File: src/core/ubt_pkg.sv
// Purpose: shared constants and carriers for break count and branch trace
// Assumes: 32-bit AXI4-Lite register access, one word per register
// Notes: offsets are byte addresses
package ubt_pkg;
    localparam int ADDR_W = 8;
    localparam logic [ADDR_W-1:0] OFS_EXEC_COUNT = 8'h00;
    localparam logic [ADDR_W-1:0] OFS_SRC_TRACE = 8'h04;
    localparam logic [ADDR_W-1:0] OFS_DST_TRACE = 8'h08;
    localparam logic [ADDR_W-1:0] OFS_ADDRESS_SPACE_ID_CMP = 8'h0C;
    localparam logic [ADDR_W-1:0] OFS_CONTROL = 8'h10;
    localparam logic [ADDR_W-1:0] OFS_TRACE_SEL = 8'h14;

    localparam int COUNT_W = 12;
    localparam logic [COUNT_W-1:0] COUNT_RST = 12'h000;
    localparam logic [COUNT_W-1:0] COUNT_ONE = 12'h001;
    localparam int CTRL_COUNT_EN_BIT = 0;
    localparam int CTRL_ID_MASK_BIT = 21;
    localparam int VALID_BIT = 31;
    localparam int PTR_LSB = 28;
    localparam int PTR_W = 3;
    localparam int FETCH_W = 28;
    localparam int ADDRESS_SPACE_ID_W = 8;
    localparam int TRACE_DEPTH = 8;
    localparam int SEL_W = 3;
    localparam logic [SEL_W-1:0] SEL_RST = 3'h0;
    localparam logic [1:0] RESP_OKAY = 2'h0;
    localparam logic [1:0] RESP_SLVERR = 2'h2;

    typedef struct packed {
        logic [FETCH_W-1:0] src_addr;
        logic [PTR_W-1:0] ptr;
        logic [FETCH_W-1:0] dst_addr;
    } ubt_branch_s;

    typedef struct packed {
        logic [ADDR_W-1:0] addr;
        logic [31:0] data;
        logic [3:0] strb;
    } ubt_reg_wr_s;
endpackage : ubt_pkg

File: src/core/ubt_top.sv
// Purpose: execution-count break, branch trace queues, channel A ID compare
// Assumes: core signals are synchronous to aclk, match inputs are pulses
// Notes: aresetn is power-on reset, manual_resetn only clears trace flags
//
// Local design decisions: the placing of the registers and the AXI4-Lite register port.
`timescale 1ns/10ps

// Notes on behaviour
// - count is 12 bits, top twenty read zero
// - power-on reset loads count with zero
// - counting applies only while count break enabled
// - each channel B match decrements a nonzero count, zero holds
// - break only on match with count one while enabled, on every match while disabled
// - count holds up to 4095
// - capture last fetch before branch, read-only
// - capture sets source valid flag
// - reading source trace clears its valid flag
// - eight source entries shift on each branch
// - resets clear valid flags only
// - bits 30:28 hold decode buffer pointer
// - even pointer is buffer, odd adds two
// - capture first fetch after branch, read-only
// - destination flag set on capture, read clears
// - eight destination entries shift each branch
// - destination bits 30:28 read zero
// - 8-bit ID compare register, not reset
// - single control bit enables count break
// - ID mask bit drops channel A ID
module ubt_top import ubt_pkg::*; #(
    parameter int DEPTH = TRACE_DEPTH
) (
    // clock and resets
    input wire logic aclk,
    input wire logic aresetn,
    input wire logic manual_resetn,
    // register bus
    input wire logic [ADDR_W-1:0] s_axil_awaddr,
    input wire logic s_axil_awvalid,
    output logic s_axil_awready,
    input wire logic [31:0] s_axil_wdata,
    input wire logic [3:0] s_axil_wstrb,
    input wire logic s_axil_wvalid,
    output logic s_axil_wready,
    output logic [1:0] s_axil_bresp,
    output logic s_axil_bvalid,
    input wire logic s_axil_bready,
    input wire logic [ADDR_W-1:0] s_axil_araddr,
    input wire logic s_axil_arvalid,
    output logic s_axil_arready,
    output logic [31:0] s_axil_rdata,
    output logic [1:0] s_axil_rresp,
    output logic s_axil_rvalid,
    input wire logic s_axil_rready,
    // core fetch and branch
    input wire logic branch_taken,
    input wire ubt_branch_s branch_info,
    // channel matches
    input wire logic chan_a_addr_match,
    input wire logic [ADDRESS_SPACE_ID_W-1:0] address_space_id,
    input wire logic chan_b_match,
    // results
    output logic chan_a_match,
    output logic user_break_req,
    output logic [PTR_W-1:0] last_decode_buffer
);
    typedef struct packed {
        logic [COUNT_W-1:0] count;
        logic count_break_enable;
        logic chan_a_id_mask;
        logic [ADDRESS_SPACE_ID_W-1:0] chan_a_space_id_value;
        logic [SEL_W-1:0] trace_sel;
        logic break_req;
        logic a_match;
        logic [PTR_W-1:0] buf_num;
    } ubt_top_s;

    ubt_top_s st_r;
    ubt_top_s st_nxt;

    logic wr_en;
    ubt_reg_wr_s wr;
    logic wr_err;
    logic rd_en;
    logic [ADDR_W-1:0] rd_addr;
    logic [31:0] rd_data;
    logic rd_err;
    logic src_valid;
    logic [FETCH_W+PTR_W-1:0] src_data;
    logic dst_valid;
    logic [FETCH_W-1:0] dst_data;
    logic src_clr;
    logic dst_clr;
    logic [31:0] merged;

    // byte-lane merge of a write into an old word
    function automatic logic [31:0] ubt_merge(
        input logic [31:0] old,
        input logic [31:0] data,
        input logic [3:0] strb
    );
        logic [31:0] res;
        res = old;
        for (int b = 0; b < 4; b++) begin
            if (strb[b]) begin
                res[b*8 +: 8] = data[b*8 +: 8];
            end
        end
        return res;
    endfunction : ubt_merge

    // buffer number from decode pointer
    function automatic logic [PTR_W-1:0] ubt_buffer_num(input logic [PTR_W-1:0] ptr);
        logic [PTR_W-1:0] res;
        res = ptr[0] ? ptr + 3'h2 : ptr;
        return res;
    endfunction : ubt_buffer_num

    function automatic logic ubt_mapped(input logic [ADDR_W-1:0] a);
        logic ok;
        ok = (a == OFS_EXEC_COUNT) || (a == OFS_SRC_TRACE) || (a == OFS_DST_TRACE)
            || (a == OFS_ADDRESS_SPACE_ID_CMP) || (a == OFS_CONTROL) || (a == OFS_TRACE_SEL);
        return ok;
    endfunction : ubt_mapped

    ubt_axil_slave u_slave (
        .aclk(aclk),
        .aresetn(aresetn),
        .s_axil_awaddr(s_axil_awaddr),
        .s_axil_awvalid(s_axil_awvalid),
        .s_axil_awready(s_axil_awready),
        .s_axil_wdata(s_axil_wdata),
        .s_axil_wstrb(s_axil_wstrb),
        .s_axil_wvalid(s_axil_wvalid),
        .s_axil_wready(s_axil_wready),
        .s_axil_bresp(s_axil_bresp),
        .s_axil_bvalid(s_axil_bvalid),
        .s_axil_bready(s_axil_bready),
        .s_axil_araddr(s_axil_araddr),
        .s_axil_arvalid(s_axil_arvalid),
        .s_axil_arready(s_axil_arready),
        .s_axil_rdata(s_axil_rdata),
        .s_axil_rresp(s_axil_rresp),
        .s_axil_rvalid(s_axil_rvalid),
        .s_axil_rready(s_axil_rready),
        .wr_en(wr_en),
        .wr(wr),
        .wr_err(wr_err),
        .rd_en(rd_en),
        .rd_addr(rd_addr),
        .rd_data(rd_data),
        .rd_err(rd_err)
    );

    assign src_clr = rd_en && (rd_addr == OFS_SRC_TRACE);
    assign dst_clr = rd_en && (rd_addr == OFS_DST_TRACE);

    // source side: last fetch before branch plus decode pointer
    ubt_trace_queue #(
        .DEPTH(DEPTH),
        .WIDTH(FETCH_W + PTR_W)
    ) u_src_queue (
        .aclk(aclk),
        .aresetn(aresetn),
        .manual_resetn(manual_resetn),
        .push(branch_taken),
        .push_data({branch_info.ptr, branch_info.src_addr}),
        .sel(st_r.trace_sel),
        .clr(src_clr),
        .hit_valid(src_valid),
        .hit_data(src_data)
    );

    // destination side: first fetch after branch
    ubt_trace_queue #(
        .DEPTH(DEPTH),
        .WIDTH(FETCH_W)
    ) u_dst_queue (
        .aclk(aclk),
        .aresetn(aresetn),
        .manual_resetn(manual_resetn),
        .push(branch_taken),
        .push_data(branch_info.dst_addr),
        .sel(st_r.trace_sel),
        .clr(dst_clr),
        .hit_valid(dst_valid),
        .hit_data(dst_data)
    );

    // read decode
    always_comb begin
        rd_data = 32'h0000_0000;
        rd_err = 1'b0;
        unique case (rd_addr)
            OFS_EXEC_COUNT: rd_data[COUNT_W-1:0] = st_r.count;
            OFS_SRC_TRACE: begin
                rd_data[VALID_BIT] = src_valid;
                rd_data[PTR_LSB+PTR_W-1:0] = src_data;
            end
            OFS_DST_TRACE: begin
                rd_data[VALID_BIT] = dst_valid;
                rd_data[FETCH_W-1:0] = dst_data;
            end
            OFS_ADDRESS_SPACE_ID_CMP: rd_data[ADDRESS_SPACE_ID_W-1:0] = st_r.chan_a_space_id_value;
            OFS_CONTROL: begin
                rd_data[CTRL_COUNT_EN_BIT] = st_r.count_break_enable;
                rd_data[CTRL_ID_MASK_BIT] = st_r.chan_a_id_mask;
            end
            OFS_TRACE_SEL: rd_data[SEL_W-1:0] = st_r.trace_sel;
            default: rd_err = 1'b1;
        endcase
    end

    // trace registers are read-only, a write there is refused
    assign wr_err = !ubt_mapped(wr.addr) || (wr.addr == OFS_SRC_TRACE)
        || (wr.addr == OFS_DST_TRACE);

    always_comb begin
        merged = 32'h0000_0000;
        st_nxt = st_r;
        st_nxt.break_req = 1'b0;
        // channel A ID compare unless masked
        st_nxt.a_match = chan_a_addr_match && (st_r.chan_a_id_mask
            || (address_space_id == st_r.chan_a_space_id_value));
        if (branch_taken) begin
            st_nxt.buf_num = ubt_buffer_num(branch_info.ptr);
        end
        if (chan_b_match) begin
            if (!st_r.count_break_enable) begin
                st_nxt.break_req = 1'b1;
            end else if (st_r.count != COUNT_RST) begin
                st_nxt.count = st_r.count - COUNT_ONE;
                st_nxt.break_req = (st_r.count == COUNT_ONE);
            end
        end
        if (wr_en && !wr_err) begin
            unique case (wr.addr)
                OFS_EXEC_COUNT: begin
                    merged = ubt_merge({20'h0_0000, st_r.count}, wr.data, wr.strb);
                    st_nxt.count = merged[COUNT_W-1:0];
                end
                OFS_ADDRESS_SPACE_ID_CMP: begin
                    merged = ubt_merge({24'h00_0000, st_r.chan_a_space_id_value},
                        wr.data, wr.strb);
                    st_nxt.chan_a_space_id_value = merged[ADDRESS_SPACE_ID_W-1:0];
                end
                OFS_CONTROL: begin
                    merged = ubt_merge(32'h0000_0000, wr.data, wr.strb);
                    if (wr.strb[0]) begin
                        st_nxt.count_break_enable = merged[CTRL_COUNT_EN_BIT];
                    end
                    if (wr.strb[2]) begin
                        st_nxt.chan_a_id_mask = merged[CTRL_ID_MASK_BIT];
                    end
                end
                OFS_TRACE_SEL: begin
                    if (wr.strb[0]) begin
                        st_nxt.trace_sel = wr.data[SEL_W-1:0];
                    end
                end
                default: begin
                end
            endcase
        end
    end

    always_ff @(posedge aclk) begin
        if (!aresetn) begin
            st_r <= '0;
            st_r.count <= COUNT_RST;
            st_r.trace_sel <= SEL_RST;
            st_r.chan_a_space_id_value <= st_nxt.chan_a_space_id_value;
        end else begin
            st_r <= st_nxt;
        end
    end

    assign chan_a_match = st_r.a_match;
    assign user_break_req = st_r.break_req;
    assign last_decode_buffer = st_r.buf_num;
endmodule : ubt_top

File: src/core/ubt_trace_queue.sv
// Purpose: eight-deep shift queue of trace entries with per-entry valid
// Assumes: push shifts every entry down by one, newest at index 0
// Notes: only valid flags are reset, payload keeps its contents
`timescale 1ns/10ps
module ubt_trace_queue import ubt_pkg::*; #(
    parameter int DEPTH = TRACE_DEPTH,
    parameter int WIDTH = 31
) (
    // clock and resets
    input wire logic aclk,
    input wire logic aresetn,
    input wire logic manual_resetn,
    // capture side
    input wire logic push,
    input wire logic [WIDTH-1:0] push_data,
    // software view
    input wire logic [SEL_W-1:0] sel,
    input wire logic clr,
    output logic hit_valid,
    output logic [WIDTH-1:0] hit_data
);
    typedef struct packed {
        logic [DEPTH-1:0] valid;
        logic [DEPTH-1:0][WIDTH-1:0] data;
    } ubt_queue_s;

    ubt_queue_s st_r;
    ubt_queue_s st_nxt;

    always_comb begin
        int k;
        k = 0;
        st_nxt = st_r;
        if (push) begin
            for (int i = DEPTH - 1; i > 0; i--) begin
                st_nxt.data[i] = st_r.data[i-1];
                st_nxt.valid[i] = st_r.valid[i-1];
            end
            st_nxt.data[0] = push_data;
            st_nxt.valid[0] = 1'b1;
        end
        // read entry follows the shift, so a new capture is never cleared
        if (clr) begin
            k = int'(sel) + (push ? 1 : 0);
            if (k < DEPTH) begin
                st_nxt.valid[k] = 1'b0;
            end
        end
    end

    always_ff @(posedge aclk) begin
        if (!aresetn || !manual_resetn) begin
            st_r.valid <= '0;
            st_r.data <= st_nxt.data;
        end else begin
            st_r <= st_nxt;
        end
    end

    assign hit_valid = st_r.valid[sel];
    assign hit_data = st_r.data[sel];
endmodule : ubt_trace_queue

File: src/core/ubt_axil_slave.sv
// Purpose: AXI4-Lite slave front end, one write and one read at a time
// Assumes: decode and side effects live in the parent
// Notes: read side effect fires on the address handshake
`timescale 1ns/10ps
module ubt_axil_slave import ubt_pkg::*; (
    // clock and reset
    input wire logic aclk,
    input wire logic aresetn,
    // write address and data
    input wire logic [ADDR_W-1:0] s_axil_awaddr,
    input wire logic s_axil_awvalid,
    output logic s_axil_awready,
    input wire logic [31:0] s_axil_wdata,
    input wire logic [3:0] s_axil_wstrb,
    input wire logic s_axil_wvalid,
    output logic s_axil_wready,
    // write response
    output logic [1:0] s_axil_bresp,
    output logic s_axil_bvalid,
    input wire logic s_axil_bready,
    // read address and data
    input wire logic [ADDR_W-1:0] s_axil_araddr,
    input wire logic s_axil_arvalid,
    output logic s_axil_arready,
    output logic [31:0] s_axil_rdata,
    output logic [1:0] s_axil_rresp,
    output logic s_axil_rvalid,
    input wire logic s_axil_rready,
    // register side
    output logic wr_en,
    output ubt_reg_wr_s wr,
    input wire logic wr_err,
    output logic rd_en,
    output logic [ADDR_W-1:0] rd_addr,
    input wire logic [31:0] rd_data,
    input wire logic rd_err
);
    typedef struct packed {
        logic aw_rdy;
        logic w_rdy;
        logic aw_have;
        logic w_have;
        ubt_reg_wr_s wr;
        logic bvalid;
        logic [1:0] bresp;
        logic ar_rdy;
        logic rvalid;
        logic [31:0] rdata;
        logic [1:0] rresp;
    } ubt_slave_s;

    ubt_slave_s st_r;
    ubt_slave_s st_nxt;

    assign wr_en = st_r.aw_have & st_r.w_have & ~st_r.bvalid;
    assign wr = st_r.wr;
    assign rd_en = s_axil_arvalid & st_r.ar_rdy;
    assign rd_addr = s_axil_araddr;

    always_comb begin
        st_nxt = st_r;
        if (s_axil_awvalid && st_r.aw_rdy) begin
            st_nxt.aw_have = 1'b1;
            st_nxt.aw_rdy = 1'b0;
            st_nxt.wr.addr = s_axil_awaddr;
        end
        if (s_axil_wvalid && st_r.w_rdy) begin
            st_nxt.w_have = 1'b1;
            st_nxt.w_rdy = 1'b0;
            st_nxt.wr.data = s_axil_wdata;
            st_nxt.wr.strb = s_axil_wstrb;
        end
        if (wr_en) begin
            st_nxt.aw_have = 1'b0;
            st_nxt.w_have = 1'b0;
            st_nxt.bvalid = 1'b1;
            st_nxt.bresp = wr_err ? RESP_SLVERR : RESP_OKAY;
        end
        if (st_r.bvalid && s_axil_bready) begin
            st_nxt.bvalid = 1'b0;
            st_nxt.aw_rdy = 1'b1;
            st_nxt.w_rdy = 1'b1;
        end
        if (rd_en) begin
            st_nxt.ar_rdy = 1'b0;
            st_nxt.rvalid = 1'b1;
            st_nxt.rdata = rd_data;
            st_nxt.rresp = rd_err ? RESP_SLVERR : RESP_OKAY;
        end
        if (st_r.rvalid && s_axil_rready) begin
            st_nxt.rvalid = 1'b0;
            st_nxt.ar_rdy = 1'b1;
        end
    end

    always_ff @(posedge aclk) begin
        if (!aresetn) begin
            st_r <= '0;
            st_r.aw_rdy <= 1'b1;
            st_r.w_rdy <= 1'b1;
            st_r.ar_rdy <= 1'b1;
        end else begin
            st_r <= st_nxt;
        end
    end

    assign s_axil_awready = st_r.aw_rdy;
    assign s_axil_wready = st_r.w_rdy;
    assign s_axil_bvalid = st_r.bvalid;
    assign s_axil_bresp = st_r.bresp;
    assign s_axil_arready = st_r.ar_rdy;
    assign s_axil_rvalid = st_r.rvalid;
    assign s_axil_rdata = st_r.rdata;
    assign s_axil_rresp = st_r.rresp;
endmodule : ubt_axil_slave

File: config.mk
export PLATFORM = sky130hd
export DESIGN_NAME = ubt_top
export DESIGN_NICKNAME = d
export VERILOG_FILES = /design/src/core/ubt_pkg.sv /design/src/core/ubt_top.sv /design/src/core/ubt_trace_queue.sv /design/src/core/ubt_axil_slave.sv
export SDC_FILE = /design/constraint.sdc
export NUM_CORES = 1
export LEC_CHECK = 0
export ABC_AREA = 1
export BUFFER_PORTS_ARGS = -buffer_cell sky130_fd_sc_hd__buf_4
export CAP_MARGIN = 20
export CORE_MARGIN = 5
export CORE_UTILIZATION = 35
export CTS_CLUSTER_SIZE = 24
export DETAILED_ROUTE_END_ITERATION = 6
export PLACE_DENSITY = 0.52
export SETUP_SLACK_MARGIN = 0.15
export SYNTH_ARGS = -nofsm -noshare
export SYNTH_HDL_FRONTEND = slang
export SYNTH_SLANG_ARGS = --single-unit
File: constraint.sdc
create_clock -name aclk -period 1.6 [get_ports aclk]
set_clock_uncertainty 0.1 [all_clocks]
set_input_delay 0.32 -clock aclk [delete_from_list [all_inputs] [get_ports aclk]]
set_output_delay 0.32 -clock aclk [all_outputs]
set_load 0.005 [all_outputs]
==> qor.yml, run 1 <==
antenna_found_initial: 0
peakVddDrop_mv: 0.970
yosys_most_used_dff: "edfxtp_1"
detail_route.iter0.violations: 1393
power_leakage_nw: 12.7
hp-class: "input port to flop"
final_common_cell: "edfxtp_1"
detailedPlace.worstSlack_ns: -0.491
crit_path_start_kind: "flop"
cp.required_ns: 1.99
hold_violations: 0
min_period_ns: 2.01
final_cells: 3580
die_w_microns: 273
synth_cell_types: 42
crit_slowest_cell: "o211ai_1"
status: "complete, but fails checks"
critPathTopFamily: "compound AO/OA/AOI/OAI gates"
avgSynthCellArea_sq_um: 11.1
final_core_util_pct: 48.8
slew_viol_final: 0
fillers: 6050
drt-wirelength-per-cell_microns: 19.2
synthesis.instances: 2187
endpoint_kind: "flop"
layout_common_cells: "edfxtp_1 (480), nor2_1 (408), buf_4 (243)"
worstMarginPinSlew_ns: 0.719
fin_area_sq_um: 33500
critical_path_class: "flop to flop"
fin_crit_sh_pct: 125
place_area_sq_um: 27500
numClockSinks: 583
area_growth_pct: 38.5
final_antenna_net_count: 0
root_buffer: "clkbuf_16"
synthesis.area_sq_um: 24200
seq_area_frac_synth_pct: 68.2
worst-path-buf-inv: 4
grt_use_total_pct: 17.4
worstPathCellList: "buf_4 -> buf_8 -> buf_12 -> nor2_2 -> nor2_2 -> o21ai_2 -> o21ai_1 -> o211ai_1 -> nand3_2 -> nand2_1 -> inv_1"
grt_pass1_vias: 17700
clkSlewWorstSetupHoldPaths_ns: 0.06
cts_tree: "yes"
synthArstFlopShare_pct: 0
max_freq_ghz: 0.499
die_y_microns: 273
num_vias: 18000
n_antenna_cell: 0
cts_max_path_buffers: 3
synth_seq_cells: 583
power.density_nw_per_um2: 1070
vias_per_cell: 5.01
drive_above_1_share_pct: 30.9
violations: "setup timing"
critPathMaxFanout: 5
clk-insertion-delay-late_ns: 0.60
io_pins: 176
finalSetupViolCount: 64
synth_edf_count: 480
start_util_pct: 35.2
route.detailed.drc: 0
slowest_delay_ns: 0.56
cts_buffers: 66
cts.htree.levels: 3
fp.coreArea_sq_um: 68600
crit_top_cell: "nor2_2"
ys.warnings.count: 0
die_area_sq_um: 74400
grt_pass1_wl_microns: 102000
row_count: 96
timing.final.ws_setup_ns: -0.406
final_nets: 2734
gp_congestion: 0.854
critPathArrivalTime_ns: 2.40
rsz0062_at_grt: "true"
grt_max_degree: 57
dp_cells: 3281
slew_headroom_pct: 51.9
gr-total-overflow: 0
port_buffers: 153
finalWirelength_microns: 68600
dr.pass1.iters: 5
maxCapViolCount: 0
hpwl_microns: 42100
==> report_power, final <==
| group | leakage, nW | switching [W] | internal (W) |
|---|---|---|---|
| Combinational | 6.03 | 0.00113 | 0.00108 |
| Clock | 1.10 | 0.00616 | 0.00952 |
| Sequential | 5.56 | 0.000583 | 0.0175 |
==> cell usage after synthesis (4+ instances only) <==
master	n	area (sq um)
nor2_1	488	1830
edfxtp_1	480	14400
o21ai_0	266	1330
nand2_1	208	781
dfxtp_1	103	2060
inv_1	94	353
nand3_1	91	455
o211ai_1	73	548
clkbuf_1	62	233
o21ai_1	62	310
a21oi_1	49	245
buf_4	48	360
buf_2	24	120
buf_6	20	225
o221ai_1	19	166
o22ai_1	12	75.1
xor2_1	10	87.6
nand4_1	8	50.1
buf_1	7	26.3
nor2_2	7	43.8
a211oi_1	6	45.0
a221oi_1	6	52.6
ha_1	5	62.6
nor4_1	4	25.0
==> registers in the layout, indices dropped and copies added, names as in the netlist, 2 cells and up <==
name / cells
last_decode_buffer: 3
st_r: 25
u_dst_queue.st_r: 232
u_slave.s_axil_rdata: 32
u_slave.st_r: 2
u_slave.wr: 24
u_src_queue.st_r: 256
==> kinds of logic (layout without fill, tap and decap cells) <==
kind of cell	count (synthesis)	count (layout)	synth area share [%]
adder cells (fa/ha/maj)	5	5	0.259
flip-flops	583	583	68.2
XOR/XNOR	13	13	0.471
AND/OR/NAND/NOR	820	820	13.7
AO/OA/AOI/OAI	502	502	11.8
other	1	2	0.0155
buffers and inverters	263	724	5.65
==> repair_timing <==
item                                   4_1_cts  5_1_grt
endpoints found under the hold margin       96        0
gates resized for setup                    319      212
hold buffers                                87        0
cloned                                      12       16
pin swaps                                  101      141
buffers inserted                            45       21
setup endpoints to repair                  118      123
==> stage by stage <==
step | setup TNS, ns | hold WS, ns | power, W
after CTS | -9.44 | 0.0203 | 0.0363
after detailed placement | -10.27 | 0.316 | 0.0201
final | -9.69 | 0.0570 | 0.0359
after global placement | -9.18 | 0.313 | 0.0200
after global routing | -15.77 | 0.0751 | 0.0373
after floorplan | 0 | 0.308 | 0.0189
==> area by class of cell <==
class                   instances  area (sq um)  area share [%]
flip-flops and latches        583         16600            49.5
multi-input cells            1342          7400            22.1
repair buffers                507          5690            17.0
clock buffers                  82          1810            5.42
well taps                     931          1160            3.48
clock inverters                36           427            1.27
inverters                      99           412            1.23
==> path summary, 6_finish.rpt <==
check / start / endpoint / slack, ns / cells after the start
worst max register to register: st_r[5] / u_slave.s_axil_rdata[7] / -0.41 / 11
worst min-delay path: s_axil_awvalid / u_slave.s_axil_awready / 0.06 / 4
worst min register to register: u_slave.wr[8] / st_r[12] / 0.33 / 0
worst max-delay path: st_r[5] / u_slave.s_axil_rdata[7] / -0.41 / 11
==> worst register-to-register path, stage by stage (launching register included) <==
cell and delay, ns:
dfxtp_4 0.36, buf_4 0.14, buf_8 0.12, buf_12 0.12, nor2_2 0.11, nor2_2 0.05, o21ai_2 0.04, o21ai_1 0.07
o211ai_1 0.56, nand3_2 0.13, nand2_1 0.08, inv_1 0.03
==> routing by layer <==
layer	GRT usage, %	part of all wire (%)
met5	0	0
met4	4.67	2.3
met3	3.56	5.3
met2	28.5	48
met1	23.6	44
Power figures use the tool's default switching activity.
==> run 2: changes to the inputs <==
--- a/config.mk
+++ b/config.mk
@@ -8,7 +8,7 @@
 export ABC_AREA = 1
 export BUFFER_PORTS_ARGS = -buffer_cell sky130_fd_sc_hd__buf_4
 export CAP_MARGIN = 20
-export CORE_MARGIN = 5
+export CORE_MARGIN = 2
 export CORE_UTILIZATION = 35
 export CTS_CLUSTER_SIZE = 24
 export DETAILED_ROUTE_END_ITERATION = 6
==> qor.yml, run 2 (synthesized netlist as in run 1, its figures left out) <==
status: "complete, but fails checks"
violations: "hold timing, setup timing"
crit_path_start_kind: "flop"
gp_congestion: 0.846
num_vias: 17600
slowest_delay_ns: 0.41
die_w_microns: 267
power.total_w: 0.0338
endpoint_kind: "flop"
route.met3.wl_microns: 3260
setup_tns_ns: -8.03
clkSlewWorstSetupHoldPaths_ns: 0.06
critPathTopFamily: "flip-flops"
hold_violations: 2
crit_slowest_cell: "dfxtp_4"
drive_above_1_share_pct: 26.7
max_freq_ghz: 0.533
final_antenna_net_count: 0
fillers: 6262
largest_reg_flops: 256
route.detailed.drc: 0
power_leakage_nw: 12.0
power.density_nw_per_um2: 1060
wl_met2_microns: 31600
crit_path_start: "st_r[5]"
cts_tree: "yes"
area_growth_pct: 32.0
critPathMaxFanout: 6
final_common_cell: "edfxtp_1"
cts.htree.levels: 2
timing.final.ws_setup_ns: -0.276
min_period_ns: 1.88
vias_per_cell: 5.06
clk-insertion-delay-late_ns: 0.62
cts_max_path_buffers: 3
worstPathCellList: "buf_4 -> ha_4 -> ha_4 -> xnor2_4 -> inv_4 -> nor2_4 -> nand2_2 -> o221a_1"
finalWirelength_microns: 65600
dr.pass1.iters: 5
place_area_sq_um: 27300
row_count: 96
dp_cells: 3234
rsz0062_at_grt: "true"
min_from: "s_axil_wvalid"
fin_crit_sh_pct: 117
grt_max_degree: 55
peakVddDrop_mv: 0.858
finalSetupViolCount: 60
critical_path_class: "flop to flop"
r2r-start: "st_r[5]"
hpwl_microns: 41100
start_util_pct: 35.3
worst-path-buf-inv: 2
numClockSinks: 583
final_cells: 3490
cts_buffers: 61
root_buffer: "clkbuf_16"
gr-total-overflow: 0
fin_area_sq_um: 31900
drt-wirelength-per-cell_microns: 18.8
cp.required_ns: 2.00
final_nets: 2692
detail_route.iter0.violations: 1425
die_area_sq_um: 71200
port_buffers: 153
fp.coreArea_sq_um: 68500
grt_pass1_wl_microns: 100000
n_antenna_cell: 0
maxCapViolCount: 0
critPathArrivalTime_ns: 2.28
io_pins: 176
layout_common_cells: "edfxtp_1 (480), nor2_1 (444), buf_4 (252)"
wl_met1_microns: 28900
hold_ws_ns: -0.0114
slew_viol_final: 0
crit_top_cell: "ha_4"
grt_pass1_vias: 17600
die_y_microns: 267
antenna_found_initial: 2
top_layer: "met5"
hp-class: "input port to flop"
grt_use_total_pct: 18.0
regMostFlops: "u_src_queue.st_r"
-- run 2: cell types whose count changed in the layout (fill, tap and decap cells not counted), moves of 11 or more --
cell	previous run	this run
buf_12	59	43
clkbuf_1	8	28
clkbuf_16	83	66
nor2_1	408	444
nor2_2	46	21
nor2_4	44	33
o21ai_2	28	13
-- run 2: worst reg2reg max path, stage by stage (launching register included) --
cell,delay (ns)
dfxtp_4,0.41
buf_4,0.17
ha_4,0.17
ha_4,0.17
xnor2_4,0.20
inv_4,0.09
nor2_4,0.14
nand2_2,0.08
o221a_1,0.23
-- run 2: cell type report --
class | count | area (sq um) | area share (%)
Multi-Input combinational cell | 1342 | 7100 | 22.3
Inverter | 99 | 400 | 1.26
Sequential cell | 583 | 16600 | 52.0
Tap cell | 882 | 1100 | 3.46
Timing Repair Buffer | 469 | 4790 | 15.0
Timing Repair inverter | 1 | 8.76 | 0.0275
Clock buffer | 101 | 1810 | 5.67
Clock inverter | 13 | 98.8 | 0.310
-- run 2: power by group --
part | switching, W | total [W] | internal (W)
combinational | 0.00112 | 0.00216 | 0.00104
clock | 0.00585 | 0.0137 | 0.00781
sequential | 0.000553 | 0.0180 | 0.0175
total | 0.00752 | 0.0338 | 0.0263
-- run 2: routing by layer --
metal,vias up,GRT usage (%)
li1,8417,-
met1,8656,24.0
met2,461,30.0
met3,107,2.56
met4,2,6.09
met5,-,0
-- run 2: worst paths after layout --
kind,to,slack [ns],cells past startpoint
max,u_src_queue.st_r[249],-0.28,8
min,u_slave.s_axil_wready,-0.01,4
max reg2reg,u_src_queue.st_r[249],-0.28,8
min reg2reg,st_r[12],0.33,0
-- run 2: through the flow --
stage               util (%)  hold WS (ns)  setup WS [ns]
floorplan                  -         0.308         0.0755
global placement        39.9         0.312         -0.355
detailed placement      39.9         0.313         -0.371
CTS                     45.4       0.00209         -0.211
global route            46.6       0.00967         -0.331
finish                  46.6       -0.0114         -0.276
-- run 2: timing repair --
action | CTS | global route
buffers inserted | 28 | 18
endpoints found under the hold margin | 96 | 0
pin swaps | 40 | 100
hold buffers | 87 | 0
endpoints found under the setup margin | 119 | 129
gates resized for setup | 219 | 177
gates cloned | 5 | 4
==> run 3: changes to the inputs <==
==> constraint.sdc (replaced) <==
create_clock -name aclk -period 1.55 [get_ports aclk]
set_clock_uncertainty 0.1 [all_clocks]
set_input_delay 0.31 -clock aclk [delete_from_list [all_inputs] [get_ports aclk]]
set_output_delay 0.31 -clock aclk [all_outputs]
set_load 0.005 [all_outputs]
==> qor.yml, run 3 (synthesized netlist as in run 1, its figures left out) <==
status: "complete, but fails checks"
violations: "hold timing, setup timing"
min_period_ns: 1.82
grt_pass1_vias: 18000
die_w_microns: 267
regMostFlops: "u_src_queue.st_r"
rsz0062_at_grt: "true"
gr-total-overflow: 0
die_area_sq_um: 71200
cts_max_path_buffers: 3
seq_power_share_pct: 52.7
switching_share_pct: 22.7
hp-class: "input port to flop"
final_nets: 2724
place_area_sq_um: 27700
internal_power_w: 0.0273
grt_max_degree: 56
vias_per_cell: 5.12
drt-wirelength-per-cell_microns: 19.2
fin_crit_sh_pct: 118
peakVddDrop_mv: 0.792
hpwl_microns: 42400
cts.htree.levels: 3
num_vias: 18000
n_antenna_cell: 0
fp.coreArea_sq_um: 68500
root_buffer: "clkbuf_16"
cts_tree: "yes"
grt_use_total_pct: 18.8
combPwrFrac_pct: 6.5
largest_reg_flops: 256
timing.final.ws_setup_ns: -0.274
worstPathCellList: "buf_6 -> buf_12 -> buf_12 -> nor2_4 -> nor2_1 -> o21ai_1 -> o21ai_1 -> o211ai_1 -> nand3_1 -> nand2_1 -> inv_1"
layout_common_cells: "edfxtp_1 (480), nor2_1 (411), buf_4 (251)"
area_growth_pct: 35.5
row_count: 96
antenna_found_initial: 1
route.detailed.drc: 0
gp_congestion: 0.837
die_y_microns: 267
power_leakage_nw: 12.4
fillers: 6243
final_core_util_pct: 47.8
crit_path_start_kind: "flop"
start_util_pct: 35.3
critPathMaxFanout: 6
critPathTopFamily: "compound AO/OA/AOI/OAI gates"
pwr-share-clk_pct: 40.8
maxCapViolCount: 0
final_common_cell: "edfxtp_1"
slowest_delay_ns: 0.36
critical_path_class: "flop to flop"
finalSetupViolCount: 68
detail_route.iter0.violations: 1497
grt_pass1_wl_microns: 104000
numClockSinks: 583
p_switching_w: 0.00803
clkSlewWorstSetupHoldPaths_ns: 0.06
final_antenna_net_count: 0
hold_ws_ns: -0.00967
detailedPlace.worstSlack_ns: -0.312
worst-path-buf-inv: 4
final_cells: 3520
clk-insertion-delay-late_ns: 0.60
max_freq_ghz: 0.548
drive_above_1_share_pct: 29.3
critPathArrivalTime_ns: 2.22
wl_met2_microns: 32500
port_buffers: 153
wl_met1_microns: 30400
slew_viol_final: 0
cp.required_ns: 1.95
fin_area_sq_um: 32800
endpoint_kind: "flop"
route.met3.wl_microns: 2880
dr.pass1.iters: 5
dp_cells: 3247
crit_slowest_cell: "o211ai_1"
hold_violations: 1
power.density_nw_per_um2: 1080
io_pins: 176
cts_buffers: 66
top_layer: "met4"
finalWirelength_microns: 67400
-- run 3: final timing paths --
kind                            cells after the start     startpoint                       to  slack, ns
worst min register to register                      0  u_slave.wr[8]                 st_r[12]       0.33
worst max register to register                     11        st_r[5]  u_slave.s_axil_rdata[7]      -0.27
worst max-delay path                               11        st_r[5]  u_slave.s_axil_rdata[7]      -0.27
worst min-delay path                                4  s_axil_wvalid    u_slave.s_axil_wready      -0.01
-- run 3: worst register-to-register path, stage by stage (launching register included) --
cell and delay (ns):
dfxtp_4 0.35, buf_6 0.15, buf_12 0.15, buf_12 0.15, nor2_4 0.06, nor2_1 0.05
o21ai_1 0.06, o21ai_1 0.09, o211ai_1 0.36, nand3_1 0.12, nand2_1 0.08, inv_1 0.03
-- run 3: area by class of cell --
cell class              instances  area, sq um  share of cell area [%]
repair inverters                1         20.0                  0.0611
clock buffers                  89         1770                    5.40
clock inverters                28          170                   0.520
repair buffers                496         5400                    16.5
well taps                     882         1100                    3.37
inverters                      99          400                    1.22
multi-input cells            1342         7300                    22.3
flip-flops and latches        583        16600                    50.6
-- run 3: timing repair --
action	in CTS	in global routing
hold buffers	87	0
pin swaps	124	117
gates resized for setup	367	129
endpoints found under the setup margin	117	132
cloned	15	4
hold endpoints to repair	92	0
buffers inserted	38	12
-- run 3: power groups by stage --
| stage | Sequential (W) | Clock [W] | Combinational, W |
|---|---|---|---|
| after floorplan | 0.0186 | 0 | 0.000870 |
| after global placement | 0.0188 | 0 | 0.00187 |
| after detailed placement | 0.0189 | 0 | 0.00190 |
| after CTS | 0.0186 | 0.0148 | 0.00224 |
| after global routing | 0.0187 | 0.0154 | 0.00255 |
| final | 0.0186 | 0.0144 | 0.00231 |
-- run 3: through the flow --
stage / TNS [ns] / total power, W
detailed placement: -22.35 / 0.0208
global route: -15.32 / 0.0367
finish: -8.46 / 0.0353
CTS: -7.45 / 0.0356
floorplan: 0 / 0.0195
global placement: -20.11 / 0.0207
-- run 3: per-layer routing --
metal  vias up  global-route usage (%)
met1      8949                    25.7
met2       468                    31.0
li1       8509                       -
met5         -                       0
met4         0                    5.24
met3       100                    2.95
